<file path="config.mk">
export PLATFORM = sky130hd
export DESIGN_NAME = motor_fault_protect
export DESIGN_NICKNAME = d
export VERILOG_FILES = /design/src/hw/fault_prot_pkg.sv /design/src/hw/buck_hysteretic.sv /design/src/hw/motor_fault_protect.sv
export SDC_FILE = /design/constraint.sdc
export NUM_CORES = 1
export LEC_CHECK = 0
export BUFFER_PORTS_ARGS = -buffer_cell sky130_fd_sc_hd__buf_2
export CORE_MARGIN = 5
export CORE_UTILIZATION = 30
export DETAILED_ROUTE_END_ITERATION = 8
export MAX_ROUTING_LAYER = met4
export SLEW_MARGIN = 20
export SYNTH_ARGS = -nofsm -noshare
export SYNTH_HDL_FRONTEND = slang
export SYNTH_SLANG_ARGS = --single-unit
</file>
<file path="constraint.sdc">
create_clock -name clock -period 3.09 [get_ports clock]
set_input_delay 0.1545 -clock clock [delete_from_list [all_inputs] [get_ports clock]]
set_output_delay 0.1545 -clock clock [all_outputs]
set_load 0.01 [all_outputs]
</file>
<file path="src/hw/fault_prot_pkg.sv">
// Shared constants and types for the motor-driver fault-protection block
package fault_prot_pkg;

  // ------------------------------------------------------------
  // Clock and timing
  // ------------------------------------------------------------
  localparam int unsigned CLK_MHZ            = 125;
  localparam int unsigned LOCK_OFF_S         = 5;   // Lock release interval, seconds
  localparam longint unsigned LOCK_OFF_CYCLES = longint'(LOCK_OFF_S) * CLK_MHZ * 1000000;
  localparam int unsigned VSUP_SAMPLE_US     = 100; // Supply sampling period, microseconds
  localparam int unsigned VSUP_SAMPLE_CYCLES = VSUP_SAMPLE_US * CLK_MHZ;

  // ------------------------------------------------------------
  // Thresholds
  // ------------------------------------------------------------
  localparam int unsigned TSDN_C         = 150; // Shutdown temperature, degC
  localparam int unsigned TSDN_HYS_C     = 10;  // Hysteresis, degC
  localparam int unsigned IOC_LIMIT_A    = 4;   // Overcurrent limit, A

  // ------------------------------------------------------------
  // Register map
  // ------------------------------------------------------------
  localparam logic [7:0] STATUS_ADDR    = 8'h10;
  localparam logic [7:0] CURRENT_ADDR   = 8'h11;
  localparam logic [7:0] SUPPLY_ADDR    = 8'h12;
  localparam logic [7:0] CONTROL_ADDR   = 8'h13;
  localparam logic [7:0] HOSTCFG_LO_ADDR = 8'h14;
  localparam logic [7:0] HOSTCFG_HI_ADDR = 8'h15;
  localparam int unsigned OVER_TEMP_BIT  = 7;
  localparam int unsigned SLEEP_BIT      = 6;
  localparam int unsigned OVER_CURR_BIT  = 5;
  localparam int unsigned ROTOR_LOCK_BIT = 4;
  localparam int unsigned REASON_LSB     = 0;
  localparam int unsigned REASON_W       = 4;
  localparam int unsigned CTRL_VSEL_BIT  = 0;
  localparam int unsigned CTRL_REGMODE_BIT = 1;
  localparam logic [7:0] CONTROL_RESET  = 8'h00;
  localparam logic [7:0] READ_UNMAPPED  = 8'h00;

  // Fault reason codes
  localparam logic [3:0] REASON_NONE    = 4'h0;
  localparam logic [3:0] REASON_LOCK    = 4'h1;

  // Regulator targets in millivolts and hysteresis
  localparam logic [15:0] VREG_5V_MV    = 16'h1388; // 5000 mV
  localparam logic [15:0] VREG_3V3_MV   = 16'h0CE4; // 3300 mV
  localparam logic [15:0] VREG_HYS_MV   = 16'h0032; // 50 mV

  // Configuration width
  localparam int unsigned CFG_W         = 16;

  typedef enum logic [3:0] {
    LOAD    = 4'b0001,
    RUN     = 4'b0010,
    LOCKWT  = 4'b0100,
    SLEEPST = 4'b1000
  } drive_state_e;

endpackage : fault_prot_pkg

</file>
<file path="src/hw/buck_hysteretic.sv">
// Hysteretic step-down regulator switch control
`timescale 1ns/1ps
module buck_hysteretic
  import fault_prot_pkg::*;
(
  input  wire logic        clock,
  input  wire logic        rst,
  input  wire logic        voltSelect,
  input  wire logic [15:0] vregMv,
  output logic             highSideOn
);

  typedef struct packed {
    logic on;
  } buck_s;

  buck_s st_r;
  buck_s st_nxt;
  logic [15:0] target;

  // ------------------------------------------------------------
  // Switch decision
  // ------------------------------------------------------------
  // Target chosen by select bit
  always_comb
  begin
    target = voltSelect ? VREG_3V3_MV : VREG_5V_MV;
    st_nxt = st_r;
    if (vregMv <= target - VREG_HYS_MV)
      st_nxt.on = 1'b1;
    else if (vregMv >= target)
      st_nxt.on = 1'b0;
  end

  // Register; between the two bounds the switch keeps its state
  always_ff @(posedge clock)
  begin
    if (rst)
      st_r <= '0;
    else
      st_r <= st_nxt;
  end

  assign highSideOn = st_r.on;

endmodule : buck_hysteretic

</file>
<file path="src/hw/motor_fault_protect.sv">
// Fault protection, status register and configuration load for the motor driver
// What this block does
// Stop all drive while temperature is above the shutdown limit.
// Resume after shutdown only when temperature falls below limit minus hysteresis.
// Over-temperature flag, status bit 7 at 0x10, high during shutdown.
// Lock out at falling undervoltage; restart only at rising threshold.
// Overcurrent puts every driver in high impedance while it persists.
// Overcurrent flag, status bit 5, set during overcurrent.
// Rotor lock stops the drive at once.
// Restart after release interval; repeat while lock is detected again.
// Rotor-locked flag bit 4 and fault reason field set during lock.
// Regulator target 5 V with select zero, 3.3 V with one.
// High-side switch on at drop by hysteresis, off at target.
// Load non-volatile configuration after power-on and each sleep exit.
// In register mode host-written values override non-volatile settings.
// Sample phase current continuously, supply periodically; both readable.
// Release interval a parameter; fault inputs are synchronized comparator bits.
// Status flags read-only, each tracks its live condition.
`timescale 1ns/1ps
module motor_fault_protect
  import fault_prot_pkg::*;
#(
  parameter longint unsigned LOCK_OFF_COUNT = LOCK_OFF_CYCLES
)
(
  input  wire logic             clock,
  input  wire logic             rst,
  input  wire logic             tempAboveLimit,
  input  wire logic             tempBelowRecover,
  input  wire logic             supplyBelowFalling,
  input  wire logic             supplyAboveRising,
  input  wire logic             phaseOverCurrent,
  input  wire logic             rotorLockDetect,
  input  wire logic             sleepRequest,
  input  wire logic [7:0]       phaseCurrent,
  input  wire logic [7:0]       supplyVoltage,
  input  wire logic [15:0]      vregMv,
  input  wire logic [CFG_W-1:0] nvConfig,
  input  wire logic             regWrite,
  input  wire logic             regRead,
  input  wire logic [7:0]       regAddr,
  input  wire logic [7:0]       regWdata,
  output logic      [7:0]       regRdata,
  output logic                  driveEnable,
  output logic                  driverHighZ,
  output logic                  highSideOn,
  output logic      [CFG_W-1:0] workingConfig,
  output logic                  nvLoadStrobe
);

  // Block state apart from the regulator switch, registered in one place
  typedef struct packed {
    drive_state_e     state;
    logic             over_temperature_flag;
    logic             underVolt;
    logic [39:0]      lockCnt;
    logic [15:0]      sampleCnt;
    logic [7:0]       curSample;
    logic [7:0]       supSample;
    logic [7:0]       control;
    logic [CFG_W-1:0] nvCopy;
    logic [CFG_W-1:0] hostCfg;
    logic             nvLoad;
    logic [7:0]       rdata;
  } fault_s;

  fault_s st_r;
  fault_s st_nxt;
  logic   regMode;
  logic   lockActive;
  logic   faultStop;

  // Decoded views of the state record
  assign regMode    = st_r.control[CTRL_REGMODE_BIT];
  assign lockActive = (st_r.state == LOCKWT);

  // ------------------------------------------------------------
  // Fault summary
  // ------------------------------------------------------------
  // Overcurrent stays combinational so the bridge floats the same cycle
  assign faultStop = st_r.over_temperature_flag || st_r.underVolt || phaseOverCurrent;

  // ------------------------------------------------------------
  // Next-state logic
  // ------------------------------------------------------------
  // Inputs arrive already synchronized, so they are used directly
  always_comb
  begin
    st_nxt        = st_r;
    st_nxt.nvLoad = 1'b0;

    // Thermal shutdown latch with hysteresis
    if (tempAboveLimit)
      st_nxt.over_temperature_flag = 1'b1;
    else if (tempBelowRecover)
      st_nxt.over_temperature_flag = 1'b0;

    // Undervoltage latch between falling and rising comparators
    if (supplyBelowFalling)
      st_nxt.underVolt = 1'b1;
    else if (supplyAboveRising)
      st_nxt.underVolt = 1'b0;

    // Current every cycle, supply on a slow tick
    // Supply value may lag by up to one sample period
    st_nxt.curSample = phaseCurrent;
    if (st_r.sampleCnt == 16'(VSUP_SAMPLE_CYCLES - 1))
    begin
      st_nxt.sampleCnt = '0;
      st_nxt.supSample = supplyVoltage;
    end
    else
      st_nxt.sampleCnt = st_r.sampleCnt + 16'h0001;

    case (st_r.state)
      LOAD:
      begin
        // Copy lands on the same edge that lets the drive start
        st_nxt.nvCopy = nvConfig;
        st_nxt.nvLoad = 1'b1;
        st_nxt.state  = RUN;
      end
      RUN:
      begin
        // Sleep takes priority over a fresh lock
        if (sleepRequest)
          st_nxt.state = SLEEPST;
        else if (rotorLockDetect)
        begin
          st_nxt.state   = LOCKWT;
          st_nxt.lockCnt = '0;
        end
      end
      LOCKWT:
      begin
        // Relock in RUN re-enters this wait, giving the repeating cycle
        // Sleep is not honoured until the interval ends
        if (st_r.lockCnt >= 40'(LOCK_OFF_COUNT - 1))
          st_nxt.state = RUN;
        else
          st_nxt.lockCnt = st_r.lockCnt + 40'h00_0000_0001;
      end
      SLEEPST:
      begin
        // Wake passes through LOAD so settings refresh
        if (!sleepRequest)
          st_nxt.state = LOAD;
      end
      default: st_nxt.state = LOAD;
    endcase

    // Control and host-setting bytes only; status and measurements ignore writes
    if (regWrite)
    begin
      case (regAddr)
        CONTROL_ADDR:    st_nxt.control       = regWdata;
        HOSTCFG_LO_ADDR: st_nxt.hostCfg[7:0]  = regWdata;
        HOSTCFG_HI_ADDR: st_nxt.hostCfg[15:8] = regWdata;
        default:         st_nxt.control       = st_r.control;
      endcase
    end

    // Read data registered on the read strobe
    if (regRead)
    begin
      case (regAddr)
        // Status bits mirror live state, never stored writes
        STATUS_ADDR:
        begin
          st_nxt.rdata = '0;
          st_nxt.rdata[OVER_TEMP_BIT]  = st_r.over_temperature_flag;
          st_nxt.rdata[SLEEP_BIT]      = (st_r.state == SLEEPST);
          st_nxt.rdata[OVER_CURR_BIT]  = phaseOverCurrent;
          st_nxt.rdata[ROTOR_LOCK_BIT] = lockActive;
          st_nxt.rdata[REASON_LSB +: REASON_W] = lockActive ? REASON_LOCK : REASON_NONE;
        end
        // Measurements as last captured
        CURRENT_ADDR:    st_nxt.rdata = st_r.curSample;
        SUPPLY_ADDR:     st_nxt.rdata = st_r.supSample;
        CONTROL_ADDR:    st_nxt.rdata = st_r.control;
        HOSTCFG_LO_ADDR: st_nxt.rdata = st_r.hostCfg[7:0];
        HOSTCFG_HI_ADDR: st_nxt.rdata = st_r.hostCfg[15:8];
        default:         st_nxt.rdata = READ_UNMAPPED;
      endcase
    end
  end

  // ------------------------------------------------------------
  // State register
  // ------------------------------------------------------------
  // Reset enters LOAD so the configuration copy runs at power-on
  always_ff @(posedge clock)
  begin
    if (rst)
    begin
      // Flags, counters and samples clear; control comes up at 5 V, NV mode
      st_r         <= '0;
      st_r.state   <= LOAD;
      st_r.control <= CONTROL_RESET;
    end
    else
      st_r <= st_nxt;
  end

  // ------------------------------------------------------------
  // Outputs
  // ------------------------------------------------------------
  // Any fault stops the drive; overcurrent also floats the bridge
  assign driveEnable   = (st_r.state == RUN) && !faultStop;
  assign driverHighZ   = phaseOverCurrent;
  assign workingConfig = regMode ? st_r.hostCfg : st_r.nvCopy;
  assign nvLoadStrobe  = st_r.nvLoad;
  assign regRdata      = st_r.rdata;

  // Regulator switch control follows the select bit of the control register
  buck_hysteretic uBuck (
    .clock      (clock),
    .rst        (rst),
    .voltSelect (st_r.control[CTRL_VSEL_BIT]),
    .vregMv     (vregMv),
    .highSideOn (highSideOn)
  );

endmodule : motor_fault_protect

</file>
Yosys cells after proc, flatten, opt, wreduce, memory -nomap -nowiden. Cells that the tools add are included.

Input bits: 75. Bits in registers: 128.

Reduce and logical (&&, ||, !) cells: 14. Mux-type cells: 20. Eq/ne operators: 17. $add $sub $neg: 3. Order comparisons: 3.

Operators by type and width (number): 2-to-1 mux 40 bit (3); one-hot mux 40 bit (2 select lines) (1); equality test 8 x 5 -> 1 bit, second input constant (6); one-hot mux 8 bit (6 select lines) (1); adder 40 x 1 -> 40 bit, second input constant (1); >= comparator 40 x 30 -> 1 bit, second input constant (1); adder 16 x 1 -> 16 bit, second input constant (1); equality test 16 x 14 -> 1 bit, second input constant (1); >= comparator 16 bit (1); less-or-equal comparator 16 bit (1); 2-to-1 mux 16 bit (1); 2-to-1 mux 4 bit (4); one-hot mux 4 bit (4 select lines) (1); subtractor 16 x 6 -> 16 bit, second input constant (1); 2-to-1 mux 13 bit (1); 2-to-1 mux 1 bit (8); inequality test 2 bit, second input constant (4); nonzero test 2 bit (4); AND reduction 2 bit (3); equality test 4 x 1 -> 1 bit, second input constant (1); equality test 4 x 2 -> 1 bit, second input constant (1); equality test 4 x 3 -> 1 bit, second input constant (1); equality test 4 bit, second input constant (1); AND reduction 4 bit (1); other kinds (7) (8).

Depth between registers and ports, before layout. Gate-level depths: netlist of the first run.

Word-level depth: 4. Gate-level depth with buffers: 9. Depth with buffers taken out: 8.

Modules after synthesis. Synthesis of the first run repeated with hierarchy kept, for this count alone.

Cells, all modules: 673. Area total of the unflattened synthesis: 6037.0 µm².

Modules (own cells, without submodules): motor_fault_protect (area each 5681.7 µm², instances 1, sequential area each 2542.4 µm², cells each 631); buck_hysteretic (area each 355.3 µm², instances 1, sequential area each 20.0 µm², cells each 42).

Least setup slack after synthesis of the first run. Ideal clock, no wire load.

Path kind: reg2reg. From: reg st_r[81] (netlist bit). To: reg st_r[100] (netlist bit). Buffers on the path: 1. Required time: 3031 ps. Stages on the path, launching flop included: 9. Path slack: 1017 ps. Period minus slack after synthesis: 2073 ps. Data arrival time: 2013 ps. Path through: dfxtp_1 ha_1 nand3_1 o21ai_0 a221oi_2 o21ai_2 buf_2 or4_1 nand2_1.

Longest elaborated chain between the ends: 3.

RTL lines: start, declared (RTL line motor_fault_protect.sv:67) `fault_s st_r;`; start signal, assigned (RTL line motor_fault_protect.sv:202) `st_r <= st_nxt;`; adder 40 x 1 -> 40 bit or >= comparator 40 x 30 -> 1 bit (tied branches) (RTL line motor_fault_protect.sv:141, motor_fault_protect.sv:138); 2-to-1 mux 40 bit or inequality test 2 bit (tied branches); one-hot mux 40 bit (2 select lines) or AND reduction 4 bit (tied branches).

Parallel ways exist; a longest one is shown, timed or not. The select of a mux whose other input is x is not followed. A chain may end at the register's enable or synchronous reset.

Worst setup path after layout of the first run.
From: reg st_r[81] (netlist bit). To: reg st_r[92] (netlist bit).

Same word-level chain as after synthesis.

==> key figures, run 1 <==
Clock tree
  • Worst-path clk slew: 0.06 ns
  • CTS H-Tree Depth: 4
  • Clock tree from TritonCTS: yes
  • Clock Tree Root: clkbuf_16
  • Clock Path Buffers: 2
  • Number of hold buffers added after cts: 35
  • Clk_lat worst skew: between 0.4 and 0.5 ns
  • Clk sinks: 128
  • Buffer count from post-CTS setup fixing: 0
  • CTS Buf Count: 17
  • Post-cts gate resize count: 0

Synth
  • Most numerous cell in the Yosys netlist: dfxtp_1
  • Xor/xnor cell area share of the yosys netlist: under 10%
  • Adder and majority cell fraction of the synthesized area: 2.88%
  • Synth Warn #: 0
  • Count of distinct cell types in the synthesized netlist: 65
  • Simple-Gate Fraction of Synth Area: 25.5%
  • EDFF count, synth: 0
  • Compound-gate portion of the synthesized area: 12.2%
  • Multiplexer share of the synthesized area: 10.5%
  • Post-synthesis sequential element count: 128
  • Main combinational cell family by area after synthesis: simple AND/OR/NAND/NOR gates
  • Post-Syn Area per Cell: 8.88 µm²
  • Post-Syn Instances: approximately 690
  • Top cell type by total area after synthesis: dfxtp_1
  • Synth cell count leaders: 128 x dfxtp_1, 90 x nand2_1, 71 x nor2_1
  • Top_reg_cell synth: dfxtp_1
  • Most area-consuming cells after synthesis: dfxtp_1 42%, mux2i_1 6.3%, nand2_1 5.6%
  • Post-synthesis sequential area ratio: 42.1%
  • Proportion of register bits with asynchronous set or reset after synthesis: 0%
  • Area share of the largest cell type after synthesis: between 40% and 50%
  • Net count after synthesis: 774
  • Netlist Area Pre-Place: 6080 µm²

Floorplan
  • Die Span Y: 152 µm
  • Total die area: 23,200 µm²
  • Std-Cell Rows: 52
  • Width of the die: 152 µm
  • Initial core utilization: a little under a third
  • Boundary Pins: 103
  • Core area: 20,100 µm²

Critical path
  • Crit Path Category: flip-flop to flip-flop
  • Capturing element type of the critical path: flip-flop
  • Worst path required time: 3.42 ns
  • Nature of the critical path startpoint: flip-flop
  • Largest fanout of any net on the critical path: 25
  • Data arrival time of the worst path: 2.84 ns
  • Worst R2R Setup Slack: between 0.5 and 0.6 ns

Layout
  • Area of all placed cells without fillers: 7690 µm²
  • Filler cells: 2,015
  • Post-layout nets: 897
  • Count of antenna diodes in the layout: 0
  • Fraction of layout instances using a drive strength above 1: 21.1%
  • Area occupied by registers: 2560 µm²
  • Filler-free cell count of the finished design: ~1,100
  • Area added between synthesis and finish: 26.3%
  • Multi-input gate area: 3270 µm²

STA
  • Fin. Hold Viols: 0
  • RSZ-0062 raised after global routing: false
  • Headroom to the max-slew limit: 41.2%
  • Maximum clock frequency: 398 MHz
  • Final Slew Violations: 0
  • Worst clock skew on the final layout: 0.00699 ns
  • Time the worst path needs with I/O delays and setup: about 2.5 ns
  • Post-route clock period utilization: 81.2%
  • Transition at the pin with the smallest max-transition slack: 0.883 ns
  • Number of failing setup endpoints in the final timing report: 0
  • Hold_ws: around 0.017 ns
  • Post-Route Setup TNS: 0 ns

Run
  • Number of max-cap violations: 0

Routing
  • Vias after detailed routing: approximately 5,300
  • Residual DRC: 0
  • Number of vias per cell: about 4.8
  • Pre-Repair DR Iteration Count: 6
  • Total Wirelength: 15.7 mm
  • 1st-iter DRT viols: 375
  • Routed wirelength normalized by instance count: around 14 µm
  • DRT antenna net count: 0

Pwr
  • Sum of internal, switching and leakage power: roughly 3.9 mW
  • Peak supply drop: 0.000429 V
  • Power density over the cells: 514 nW/µm²
  • Static Leak: 3.05 nW

Global routing
  • Global Route Usage Sum: between 10% and 20%
  • Pin count of the biggest net entering global routing: 54
  • Number of antenna violations at the first check in global routing: 0
  • First-pass GRT wire length: 25.9 mm
  • Overflow after GRT: 0
  • Vias in the first global route: 5,104

Run status
  • Run status: finished, final reports clean

Place
  • Final GP Congestion: 0.806
  • Number of buffers added on ports: a little over 100
  • Sum of net half-perimeters after detailed placement: 11.3 mm
  • Number of placed instances, taps included: 1,024
  • Area after detailed placement: about 7000 µm²

Hold path
  • Hold Crit Class: primary input to flip-flop
routing by layer:
| layer | vias to the layer above | wire length, µm | global-route usage (%) |
|---|---|---|---|
| met5 | - | 0 | - |
| met4 | 0 | 129 | 3.10 |
| met3 | 10 | 768 | 3.52 |
| met2 | 118 | 7070 | 21.0 |
| met1 | 2473 | 7730 | 18.6 |
| li1 | 2676 | - | - |
registers in the layout, summed over array words and instances, names as in the netlist:
register,count
nvLoadStrobe,1
regRdata,8
regMode,1
uBuck.highSideOn,1
st_r,117
per-stage QoR:
step	worst slack (ns)	util (%)
detailed placement	0.611	33.8
global route	0.323	38.2
global placement	0.608	33.8
finish	0.580	38.2
floorplan	1.02	-
CTS	0.584	38.2
cell families after synthesis:
group,after synthesis
mux,58
flops,128
xor+xnor,18
fa+ha+maj,14
simple gates,294
compound gates,119
buf+inv,54
worst max-delay path, cell delays in order (launching register included):
cell and delay [ns]:
dfxtp_1 0.34, ha_1 0.22, nand3_1 0.24, o21ai_0 0.15, a221oi_2 0.39, o21ai_2 0.22, buf_12 0.21, or4_1 0.50
a21oi_1 0.15
cells in the final DEF, fill, tap and decap left out, types with 9 or more instances in the layout:
| cell type | instances |
|---|---|
| dfxtp_1 | 128 |
| buf_2 | 102 |
| nand2_1 | 90 |
| nor2_1 | 71 |
| a21oi_1 | 48 |
| mux2i_1 | 38 |
| dlygate4sd3_1 | 35 |
| o21ai_0 | 24 |
| nor2b_1 | 18 |
| nand3_1 | 18 |
| mux2_2 | 17 |
| clkbuf_16 | 17 |
| or4_1 | 15 |
| xor2_1 | 15 |
| ha_1 | 14 |
| inv_1 | 13 |
| nand2b_1 | 10 |
| and2_1 | 10 |
| nor3_1 | 9 |
| o211ai_1 | 9 |
where the power goes:
part	switching (mW)	internal (mW)
clock	0.687	1.13
combinational	0.216	0.179
sequential	0.0348	1.70
final cells by class:
class	instances	area share [%]
inverters	13	0.635
clock buffers	23	6.09
flip-flops and latches	128	33.3
multi-input cells	503	42.6
clock inverters	7	0.814
well taps	270	4.40
repair buffers	145	12.1
path summary, 6_finish.rpt:
kind	startpoint	endpoint	depth (start not counted)
worst max-delay path	st_r[81]$_SDFFE_PP0P_	st_r[92]$_SDFFE_PP0P_	8
worst min-delay path	regWdata[6]	st_r[23]$_SDFFE_PP0P_	3
worst max register to register	st_r[81]$_SDFFE_PP0P_	st_r[92]$_SDFFE_PP0P_	8
worst min register to register	st_r[32]$_SDFFE_PP0P_	st_r[32]$_SDFFE_PP0P_	2
Power figures use the tool's default switching activity.
==> inputs of run 2 (changes only) <==
==> constraint.sdc (replaced) <==
create_clock -name clock -period 2.2 [get_ports clock]
set_input_delay 0.11 -clock clock [delete_from_list [all_inputs] [get_ports clock]]
set_output_delay 0.11 -clock clock [all_outputs]
set_load 0.01 [all_outputs]
==> run 2 against run 1 <==
  * Hold slack improved by 0.041 ns
  * First-iteration DRC count decreased by 2.7%
  * Utilization increased by 2.2 points
  * Highest routed layer unchanged
  * Critical endpoint is now st_r[102]$_SDFFE_PP0P_
  * Critical path depth decreased by 1
  * Clock power increased by 53%
  * Total power increased by 47%
  * Global-route usage increased by 0.43 points
  * Register-to-register slack got worse by 0.50 ns
  * Critical path type unchanged
  * Largest cell class unchanged
  * Die area unchanged
==> key figures, run 2 (same netlist as run 1, synthesis figures left out) <==
Critical path
  • Capturing element type of the critical path: flip-flop
  • Nature of the critical path startpoint: flip-flop
  • Worst path required time: 2.54 ns (-0.88 ns)
  • Data arrival time of the worst path: 2.46 ns (-0.38 ns)
  • Critical Path Max Stage Delay: 0.51 ns (about the same)
  • Crit Path Category: flip-flop to flip-flop
  • Cell with the biggest individual delay on the critical path: or4_1
  • Cell class contributing the biggest share of worst-path delay: simple AND/OR/NAND/NOR gates
  • Chain of cells forming the critical path: nor4_1, nand3_1, a221oi_4, o21ai_2, buf_12, or4_1, a21oi_1
  • Critical path buffer and inverter count: 1 (unchanged)
  • Largest fanout of any net on the critical path: 19 (-24%)

Floorplan
  • Std-Cell Rows: 52 (unchanged)
  • Total die area: 23,200 µm² (unchanged)
  • Width of the die: 152 µm (unchanged)
  • Boundary Pins: 103 (unchanged)
  • Die Span Y: 152 µm (unchanged)
  • Core area: 20,100 µm² (unchanged)
  • Initial core utilization: 30.3% (unchanged)

Global routing
  • Overflow after GRT: 0 (unchanged)
  • Pin count of the biggest net entering global routing: 51 (-5.6%)
  • Vias in the first global route: 5,195 (+1.8%)
  • Number of antenna violations at the first check in global routing: 1 (+1)
  • First-pass GRT wire length: 26.6 mm (+2.9%)
  • Global Route Usage Sum: 14.2% (+0.43 points)

Clock tree
  • CTS Buf Count: 17 (unchanged)
  • Worst-path clk slew: 0.05 ns (about the same)
  • Clk_lat worst skew: 0.41 ns (about the same)
  • Clock Path Buffers: 2 (unchanged)
  • Clock tree from TritonCTS: yes
  • Clk sinks: 128 (unchanged)
  • CTS H-Tree Depth: 4 (unchanged)
  • Clock Tree Root: clkbuf_16

Layout
  • Commonest non-fill, non-tap cell in the layout: dfxtp_1
  • Fraction of layout instances using a drive strength above 1: 24.2% (+3.1 points)
  • Flip-flop count of the largest register after layout: 117 (unchanged)
  • Most frequent cells in the layout: 126 x dfxtp_1, 103 x buf_2, 90 x nand2_1
  • Filler-free cell count of the finished design: 1,129 (+3.7%)
  • Filler cells: 1,994 (-1.0%)
  • Area added between synthesis and finish: 33.6%
  • Post-layout nets: 936 (+4.3%)
  • Area of all placed cells without fillers: 8130 µm² (+5.8%)
  • Largest register by flop count: st_r

Place
  • Area after detailed placement: 7000 µm² (+2.9%)
  • Number of buffers added on ports: 102 (unchanged)
  • Sum of net half-perimeters after detailed placement: 11.7 mm (+3.8%)
  • Final GP Congestion: 0.821 (+1.8%)
  • Number of placed instances, taps included: 1,050 (+2.5%)

Routing
  • Number of vias per cell: 4.79 (-1.1%)
  • 1st-iter DRT viols: 365 (-2.7%)
  • Residual DRC: 0 (unchanged)
  • Total Wirelength: 16.2 mm (+3.2%)
  • Pre-Repair DR Iteration Count: 4 (-2)
  • Vias after detailed routing: 5,413 (+2.6%)
  • DRT antenna net count: 0 (unchanged)
  • Routed wirelength normalized by instance count: 14.4 µm (-0.45%)

STA
  • Worst clock skew on the final layout: 0.00796 ns (+0.000973 ns)
  • Post-route clock period utilization: 96.2% (+15 points)
  • Hold_ws: 0.0582 ns (+0.0412 ns)
  • Final Slew Violations: 0 (unchanged)
  • Maximum clock frequency: 472 MHz (+19%)
  • Headroom to the max-slew limit: 61.9% (+21 points)
  • Number of failing setup endpoints in the final timing report: 0 (unchanged)
  • Fin. Hold Viols: 0 (unchanged)
  • Transition at the pin with the smallest max-transition slack: 0.569 ns (-0.314 ns)
  • Time the worst path needs with I/O delays and setup: 2.12 ns (-0.394 ns)

Run status
  • Run status: finished, final reports clean

Pwr
  • Sum of internal, switching and leakage power: 5.82 mW (+47%)
  • Power density over the cells: 716 nW/µm² (+39%)
  • Peak supply drop: 0.000556 V (+30%)
  • Static Leak: 3.27 nW (+7.2%)

Run
  • Number of max-cap violations: 0 (unchanged)

Hold path
  • Hold Crit Class: primary input to flip-flop
-- run 2: cell types whose count changed in the layout (fill, tap and decap cells not counted), moves of 2 or more --
cell / change
dfxtp_1: -2
bufinv_16: +2
dlygate4sd3_1: +12
buf_4: +25
dfxtp_2: +2
nor4_2: +4
nor4_1: -4
-- run 2: layer usage --
layer / track usage, % / vias up / routed length (µm)
met5: - / - / 0
met4: 4.37 / 0 / 179
met3: 3.27 / 20 / 568
met2: 21.1 / 100 / 7300
met1: 19.4 / 2537 / 8160
li1: - / 2756 / -
-- run 2: tightest hold or removal path: stages --
cell	delay, ns
buf_2	0.09
nor3_1	0.05
nand4b_1	0.10
o22ai_1	0.07
-- run 2: repair_timing --
| action | CTS | global route |
|---|---|---|
| endpoints found under the setup margin | 0 | 11 |
| endpoints found under the hold margin | 57 | 0 |
| hold buffers | 47 | 0 |
| gates resized for setup | 0 | 14 |
| setup buffers | 0 | 0 |
-- run 2: final timing paths --
kind	start	end	slack, ns	depth (start not counted)
worst max-delay path	st_r[98]$_SDFFE_PP0P_	st_r[102]$_SDFFE_PP0P_	0.08	7
worst min-delay path	vregMv[0]	uBuck.highSideOn$_SDFFE_PP0P_	0.06	4
worst max register to register	st_r[98]$_SDFFE_PP0P_	st_r[102]$_SDFFE_PP0P_	0.08	7
worst min register to register	st_r[29]$_SDFFE_PP0P_	st_r[29]$_SDFFE_PP0P_	0.45	2
-- run 2: report_power, final --
group          internal (mW)  total, mW  switching (mW)
sequential              2.39       2.43          0.0396
combinational          0.293      0.614           0.321
clock                   1.82       2.78           0.960
total                   4.50       5.82            1.32
-- run 2: per-stage QoR --
stage                     util [%]  worst slack (ns)   TNS, ns
after floorplan                  -             0.127         0
after global placement        34.8            0.0691         0
after detailed placement      34.8            0.0377         0
after CTS                     40.0           0.00580         0
after global routing          40.4          -0.00662  -0.00662
final                         40.4            0.0831         0
-- run 2: layout make-up --
type / instances / area, µm² / area share (%)
clock inverters: 7 / 110 / 1.35
inverters: 13 / 48.8 / 0.600
multi-input cells: 503 / 3340 / 41.1
repair buffers: 184 / 1260 / 15.5
flip-flops and latches: 128 / 2560 / 31.5
diodes: 1 / 2.50 / 0.0308
well taps: 270 / 338 / 4.16
clock buffers: 23 / 468 / 5.76
